### config.mk
export PLATFORM = sky130hd
export DESIGN_NAME = blre_led_reset_regs
export DESIGN_NICKNAME = d
export VERILOG_FILES = /design/src/rtl/blre_led_reset_regs.v
export VERILOG_INCLUDE_DIRS = /design/src /design/src/rtl
export SDC_FILE = /design/constraint.sdc
export NUM_CORES = 1
export LEC_CHECK = 0
export ABC_AREA = 1
export BUFFER_PORTS_ARGS = -buffer_cell sky130_fd_sc_hd__buf_2
export CORE_AREA = 2 2 73 89
export DETAILED_ROUTE_END_ITERATION = 8
export DIE_AREA = 0 0 75 91
export HOLD_SLACK_MARGIN = 0.02
export PLACE_DENSITY = 0.81
export SLEW_MARGIN = 20
export SYNTH_ARGS = -nofsm -noshare
export SYNTH_HDL_FRONTEND = slang
export SYNTH_SLANG_ARGS = --single-unit
### constraint.sdc
create_clock -name sys_clk -period 3.68 [get_ports sys_clk]
set_clock_uncertainty 0.2 [all_clocks]
set_input_delay 0.368 -clock sys_clk [delete_from_list [all_inputs] [get_ports sys_clk]]
set_output_delay 0.368 -clock sys_clk [all_outputs]
set_load 0.01 [all_outputs]
### src/rtl/blre_regs.vh
`ifndef BLRE_REGS_VH
`define BLRE_REGS_VH
`define BLRE_ADDR_LED 12'h456
`define BLRE_ADDR_RST 12'h457
`define BLRE_LED_AUTO 4'h0
`define BLRE_LED_OFF 4'h8
`define BLRE_LED_MANUAL_BIT 3
`define BLRE_LED_CODE_MSB 3
`define BLRE_ROM_CS_BIT 7
`define BLRE_ROM_SK_BIT 6
`define BLRE_ROM_DI_BIT 5
`define BLRE_ROM_DO_BIT 4
`define BLRE_FLAG_MAIN 7
`define BLRE_FLAG_CORE 6
`define BLRE_FLAG_NONSTBY 5
`define BLRE_FLAG_MEM 4
`define BLRE_FLAG_STBY 3
`define BLRE_FLAG_RSVD 2
`define BLRE_FLAG_PCI 1
`define BLRE_FLAG_BUTTON 0
`define BLRE_FLAG_MASK 8'hFB
`define BLRE_RGB_OFF 3'h0
`define BLRE_RGB_BLUE 3'h1
`define BLRE_RGB_GREEN 3'h2
`define BLRE_RGB_CYAN 3'h3
`define BLRE_RGB_RED 3'h4
`define BLRE_RGB_MAGENTA 3'h5
`define BLRE_RGB_YELLOW 3'h6
`define BLRE_RGB_WHITE 3'h7
`define BLRE_BLINK_NS 250000000
`endif

### src/rtl/blre_led_reset_regs.v
`timescale 1ns/1ns
`default_nettype none
`include "blre_regs.vh"
module blre_led_reset_regs #(
	parameter CLK_MHZ = 100,
	parameter BLINK_CYCLES = (`BLRE_BLINK_NS / 1000) * CLK_MHZ
) (
	// clock and reset
	input wire sys_clk,
	input wire rst_n,
	// host i/o port access
	input wire [11:0] ioAddr,
	input wire ioWrite,
	input wire ioRead,
	input wire [7:0] ioWrData,
	output reg [7:0] ioRdData,
	// board status, asynchronous
	input wire boardInReset,
	input wire diskActive,
	input wire standby,
	input wire nearThermalLimit,
	input wire link10,
	input wire link100,
	input wire netTraffic,
	input wire defaultConfigJumper,
	// reset source pulses or levels, asynchronous
	input wire mainPowerFail,
	input wire corePowerFail,
	input wire nonStandbyPowerFail,
	input wire memPowerFail,
	input wire standbyPowerFail,
	input wire pciReset,
	input wire buttonReset,
	input wire buttonIsReset,
	// serial eeprom
	output reg romChipSelect,
	output reg romShiftClock,
	output reg romDataToward,
	input wire romDataFrom,
	// led, one bit per colour
	output reg ledRed,
	output reg ledGreen,
	output reg ledBlue
);
	// positions of the asynchronous inputs inside the synchroniser bank
	localparam NSYNC = 17;
	localparam S_DISK = 0;
	localparam S_STANDBY = 1;
	localparam S_THERMAL = 2;
	localparam S_LINK10 = 3;
	localparam S_LINK100 = 4;
	localparam S_TRAFFIC = 5;
	localparam S_JUMPER = 6;
	localparam S_MAIN = 7;
	localparam S_CORE = 8;
	localparam S_NONSTBY = 9;
	localparam S_MEM = 10;
	localparam S_STBY = 11;
	localparam S_PCI = 12;
	localparam S_BUTTON = 13;
	localparam S_BTNCFG = 14;
	localparam S_ROMDATA = 15;
	localparam S_INRESET = 16;
	localparam FLAG_W = 8;

	wire [NSYNC-1:0] asyncIn;
	assign asyncIn[S_DISK] = diskActive;
	assign asyncIn[S_STANDBY] = standby;
	assign asyncIn[S_THERMAL] = nearThermalLimit;
	assign asyncIn[S_LINK10] = link10;
	assign asyncIn[S_LINK100] = link100;
	assign asyncIn[S_TRAFFIC] = netTraffic;
	assign asyncIn[S_JUMPER] = defaultConfigJumper;
	assign asyncIn[S_MAIN] = mainPowerFail;
	assign asyncIn[S_CORE] = corePowerFail;
	assign asyncIn[S_NONSTBY] = nonStandbyPowerFail;
	assign asyncIn[S_MEM] = memPowerFail;
	assign asyncIn[S_STBY] = standbyPowerFail;
	assign asyncIn[S_PCI] = pciReset;
	assign asyncIn[S_BUTTON] = buttonReset;
	assign asyncIn[S_BTNCFG] = buttonIsReset;
	assign asyncIn[S_ROMDATA] = romDataFrom;
	assign asyncIn[S_INRESET] = boardInReset;

	// two flops per pin; only the second stage is ever read
	reg [NSYNC-1:0] syncA;
	reg [NSYNC-1:0] syncB;
	genvar sb;
	generate
		for (sb = 0; sb < NSYNC; sb = sb + 1) begin : syncBit
			always @(posedge sys_clk) begin
				syncA[sb] <= asyncIn[sb];
				syncB[sb] <= syncA[sb];
			end
		end
	endgenerate

	wire boardInResetS = syncB[S_INRESET];
	wire diskS = syncB[S_DISK];
	wire standbyS = syncB[S_STANDBY];
	wire thermalS = syncB[S_THERMAL];
	wire link10S = syncB[S_LINK10];
	wire link100S = syncB[S_LINK100];
	wire trafficS = syncB[S_TRAFFIC];
	wire jumperS = syncB[S_JUMPER];
	wire mainS = syncB[S_MAIN];
	wire coreS = syncB[S_CORE];
	wire nonStbyS = syncB[S_NONSTBY];
	wire memS = syncB[S_MEM];
	wire stbyS = syncB[S_STBY];
	wire pciS = syncB[S_PCI];
	wire buttonS = syncB[S_BUTTON];
	wire buttonIsResetS = syncB[S_BTNCFG];
	wire romDataFromS = syncB[S_ROMDATA];

	// stored register state
	reg [3:0] ledCode;
	reg jumperAtPowerUp;
	reg jumperCaught;
	reg [FLAG_W-1:0] flags;
	reg [31:0] blinkCount;
	reg blinkPhase;

	// address decode; accesses to any other port are ignored
	wire hitLed = (ioAddr == `BLRE_ADDR_LED);
	wire hitRst = (ioAddr == `BLRE_ADDR_RST);
	wire ledWr = ioWrite && hitLed;
	wire flagWr = ioWrite && hitRst;
	wire ledRd = ioRead && hitLed;
	wire flagRd = ioRead && hitRst;

	// next values of the shared led and eeprom register
	reg [3:0] next_ledCode;
	reg next_romChipSelect;
	reg next_romShiftClock;
	reg next_romDataToward;
	always @* begin
		next_ledCode = ledCode;
		next_romChipSelect = romChipSelect;
		next_romShiftClock = romShiftClock;
		next_romDataToward = romDataToward;
		if (ledWr) begin
			// bit 4 is the eeprom output, so a write never reaches it
			next_ledCode = ioWrData[`BLRE_LED_CODE_MSB:0];
			next_romChipSelect = ioWrData[`BLRE_ROM_CS_BIT];
			next_romShiftClock = ioWrData[`BLRE_ROM_SK_BIT];
			next_romDataToward = ioWrData[`BLRE_ROM_DI_BIT];
		end
	end

	// the eeprom lines are raw pins; software bit-bangs them through this register
	always @(posedge sys_clk) begin
		if (!rst_n) begin
			ledCode <= `BLRE_LED_AUTO;
			romChipSelect <= 1'b0;
			romShiftClock <= 1'b0;
			romDataToward <= 1'b0;
		end else begin
			ledCode <= next_ledCode;
			romChipSelect <= next_romChipSelect;
			romShiftClock <= next_romShiftClock;
			romDataToward <= next_romDataToward;
		end
	end

	// jumper caught once after each release of reset
	always @(posedge sys_clk) begin
		if (!rst_n) begin
			jumperCaught <= 1'b0;
			jumperAtPowerUp <= 1'b0;
		end else if (!jumperCaught) begin
			jumperCaught <= 1'b1;
			jumperAtPowerUp <= jumperS;
		end
	end

	wire setStby = stbyS;
	wire setMain = setStby | mainS;
	wire setMid = setMain | coreS | nonStbyS | memS;
	wire setPci = setMid | pciS;
	wire [FLAG_W-1:0] setVec;
	assign setVec[`BLRE_FLAG_MAIN] = setMain;
	assign setVec[`BLRE_FLAG_CORE] = setMid;
	assign setVec[`BLRE_FLAG_NONSTBY] = setMid;
	assign setVec[`BLRE_FLAG_MEM] = setMid;
	assign setVec[`BLRE_FLAG_STBY] = setStby;
	assign setVec[`BLRE_FLAG_RSVD] = 1'b0;
	assign setVec[`BLRE_FLAG_PCI] = setPci;
	// button flag only when button acts as reset
	assign setVec[`BLRE_FLAG_BUTTON] = buttonS & buttonIsResetS;

	// per-bit clear strobes from a write of ones
	wire [FLAG_W-1:0] clrVec = flagWr ? ioWrData : 8'h00;
	wire [FLAG_W-1:0] keepMask = `BLRE_FLAG_MASK;

	// flags are not touched by rst_n; they live on the standby rail
	genvar fb;
	generate
		for (fb = 0; fb < FLAG_W; fb = fb + 1) begin : flagBit
			always @(posedge sys_clk) begin
				// set wins over a clear in the same cycle
				if (!keepMask[fb]) begin
					flags[fb] <= 1'b0;
				end else if (setVec[fb]) begin
					flags[fb] <= 1'b1;
				end else if (clrVec[fb]) begin
					flags[fb] <= 1'b0;
				end
			end
		end
	endgenerate

	always @(posedge sys_clk) begin
		if (!rst_n) begin
			blinkCount <= 32'h0;
			blinkPhase <= 1'b0;
		end else if (blinkCount >= BLINK_CYCLES - 1) begin
			blinkCount <= 32'h0;
			blinkPhase <= ~blinkPhase;
		end else begin
			blinkCount <= blinkCount + 32'h1;
		end
	end

	reg [2:0] autoRgb;
	always @* begin
		if (boardInResetS || jumperAtPowerUp) begin
			autoRgb = `BLRE_RGB_RED;
		end else if (thermalS) begin
			autoRgb = `BLRE_RGB_WHITE;
		end else if (standbyS) begin
			autoRgb = `BLRE_RGB_YELLOW;
		end else if (diskS) begin
			autoRgb = `BLRE_RGB_BLUE;
		end else if (link100S) begin
			autoRgb = (trafficS && blinkPhase) ? `BLRE_RGB_OFF : `BLRE_RGB_MAGENTA;
		end else if (link10S) begin
			autoRgb = (trafficS && blinkPhase) ? `BLRE_RGB_OFF : `BLRE_RGB_CYAN;
		end else begin
			autoRgb = `BLRE_RGB_GREEN;
		end
	end

	// manual code decode; codes 0x01 to 0x07 fall back to automatic
	reg [2:0] next_rgb;
	always @* begin
		case (ledCode[`BLRE_LED_MANUAL_BIT])
			1'b1: begin
				next_rgb = ledCode[2:0];
			end
			default: begin
				next_rgb = autoRgb;
			end
		endcase
	end

	// read data is a one-cycle answer, zero between reads
	reg [FLAG_W-1:0] next_rdData;
	always @* begin
		next_rdData = 8'h00;
		if (ledRd) begin
			next_rdData = {romChipSelect, romShiftClock, romDataToward, romDataFromS, ledCode};
		end else if (flagRd) begin
			next_rdData = flags;
		end
	end

	always @(posedge sys_clk) begin
		if (!rst_n) begin
			ledRed <= 1'b0;
			ledGreen <= 1'b0;
			ledBlue <= 1'b0;
			ioRdData <= 8'h00;
		end else begin
			ledRed <= next_rgb[2];
			ledGreen <= next_rgb[1];
			ledBlue <= next_rgb[0];
			ioRdData <= next_rdData;
		end
	end
endmodule
`default_nettype wire

==> impl_metrics.tcl <==
set metrics [dict create \
    slowest_delay_ns 0.34 \
    antenna_cells 0 \
    crit_fanout 25 \
    grt_pass1_wl_mm 10.99 \
    setup_viol 0 \
    clock_latency_ns 0.36 \
    htreeDepth 3 \
    dp_hpwl_mm 4.530 \
    slew_viol_final 0 \
    cts_tree "built" \
    grt_pass1_vias 2663 \
    overflow 0 \
    clkTransAtPathRegs_ns 0.09 \
    crit_path_end_kind "flip-flop" \
    route.vias.total 2788 \
    antenna_found_initial 0 \
    layoutNonFillerInstCount 562 \
    dr.first_iter.drc_count 86 \
    syn_area_um2 3431 \
    first_pass_iters 4 \
    layout_common_cells "dfxtp_1 (94), nand2_1 (63), nor2_1 (55)" \
    start_util_pct 57.81 \
    holdCritPathClass "input pin to flip-flop" \
    cts_made_buffers 9 \
    fillers 445 \
    fin_hold_ws_ns 0.09222 \
    status "finished clean" \
    synth_area_per_cell_um2 8.730 \
    crit_required_ns 3.76 \
    async_flop_share_pct 0 \
    critPathSlowestCell "dfxtp_1" \
    grtUsageTotal_pct 20.78 \
    path_class "flip-flop to flip-flop" \
    ys.flop_type "dfxtp_1" \
    ios 55 \
    routed_via_density 4.961 \
    critPathArrivalTime_ns 1.98 \
    core_um2 5934 \
    die_w_um 75 \
    area_growth_syn_to_layout_pct 21.48 \
    dp_cells 528 \
    cp_cell_sequence "ha_1, nand3_2, inv_1, nand2_1, nand2_1, nand2_1, nand2_1, nand2_2, nand3_4, nor2_1" \
    die_y_um 91 \
    cts_setup_buffers 0 \
    ant_nets 0 \
    hold_viol_final 0 \
    timing.final.crit_share_pct 51.64 \
    gp_congestion 0.8786 \
    layout_commonest_cell "dfxtp_1" \
    vdd_drop_max_uv 239.1 \
    drv_cap 0 \
    port-buffer-count 54 \
    clk_path_buf_depth 2 \
    syn_inst 393 \
    drc 0 \
    ys_types 34 \
    die-area_um2 6825 \
    cts.sinks 94 \
    clockRootBuffer "clkbuf_8" \
    dpl-instance-area_um2 3766 \
    powerDensity_nw_per_um2 450.2 \
    worst_slew_pin_slew_ns 0.5242 \
    slew_headroom_pct 64.94 \
    synth_edf_count 0 \
    ys_warn_count 0 \
    layout.nets 517 \
    postLayoutCellArea_um2 4168 \
    seq_area_frac_synth_pct 54.85 \
    wl_per_cell_um 11.98 \
    finalPower_mw 1.876 \
    cp_common_cell "nand2_1" \
    min_period_ns 1.900 \
    max_freq_ghz 0.5262 \
    num_rows 31 \
    p_leak_nw 1.685 \
    startpoint_type "flip-flop" \
    grt_max_degree 26 \
    synth_seq_cells 94 \
    finalSetupTns_ns 0 \
    rsz0062_at_grt "false" \
    layout-drive-gt1-share_pct 18.96 \
    wirelength_mm 6.731 \
]
==> sequential cells by signal, summed over array words and instances, names as in the netlist, 4 cells and up <==
| name | count |
|---|---|
| syncA | 17 |
| blinkCount | 32 |
| flags | 7 |
| ioRdData | 8 |
| ledCode | 4 |
==> layout make-up <==
type / count / area (um^2) / share of cell area [%]
Multi-Input combinational cell: 250 / 1331 / 31.94
Clock inverter: 6 / 93.84 / 2.252
Tap cell: 82 / 102.6 / 2.462
Clock buffer: 10 / 127.6 / 3.062
Inverter: 48 / 180.2 / 4.323
Sequential cell: 94 / 1882 / 45.15
Timing Repair Buffer: 72 / 450.4 / 10.81
==> synthesized netlist by cell type, types with 2 or more instances <==
master,count,share of area [%]
buf_6,4,1.3
nor3b_1,8,1.8
nand2_1,63,6.9
nand3_1,15,2.2
clkbuf_1,2,0.22
nor2_2,2,0.36
nor3_1,11,1.6
nand3_2,3,0.88
inv_1,46,5.0
nand3b_1,2,0.44
nor2_4,3,0.98
dfxtp_1,94,55
nand4_1,22,4.0
a21oi_2,5,1.3
nor2_1,55,6.0
xor2_1,6,1.5
xnor2_1,7,1.8
or2_2,2,0.36
o21ai_0,13,1.9
a21oi_1,16,2.3
==> per-layer routing <==
layer  track usage, %  wire (um)
met1            23.65       2793
met2            34.94       3423
met3            5.660        347
met4            9.821        166
met5                0          0
==> final timing paths <==
kind              endpoint          start  slack, ns  depth (start not counted)
min               flags[4]    ioWrData[4]       0.09                          4
max          blinkCount[4]  blinkCount[0]       1.78                         10
max reg2reg  blinkCount[4]  blinkCount[0]       1.78                         10
min reg2reg       trafficS       syncA[5]       0.12                          0
==> cells by family (layout without fill, tap and decap cells) <==
family	Yosys count	in the layout	synth area share, %
xor+xnor	13	13	3.319
simple gates	193	193	28.45
fa+ha+maj	1	1	0.3646
other cells	1	7	0.1093
compound gates	36	36	5.908
buf+inv	55	136	7.002
flops	94	94	54.85
==> what timing repair did <==
action                                 CTS  global route
gates resized for setup                  0             0
endpoints found under the hold margin   18             0
hold buffers                            18             0
==> where the power goes <==
group / switching (mW) / internal [mW] / total (mW) / leakage [nW]
logic: 0.0357 / 0.0369 / 0.0726 / 0.803
clock network: 0.361 / 0.389 / 0.750 / 0.107
registers: 0.00933 / 1.04 / 1.05 / 0.775
total: 0.406 / 1.47 / 1.88 / 1.69
==> metrics by stage <==
stage | worst slack (ns) | utilization [%]
after floorplan | 2.053 | -
final | 1.780 | 70.23
after detailed placement | 1.770 | 63.46
after CTS | 1.789 | 70.23
after global placement | 1.829 | 63.46
after global routing | 1.630 | 70.23
==> worst max-delay path, delay by kind of cell, from the launching register on <==
family	cells	cell delay [ns]
fa+ha+maj	1	0.23
buf+inv	1	0.05
flops	1	0.34
simple gates	8	1.01
No activity file was read; power rests on OpenSTA's default activity.
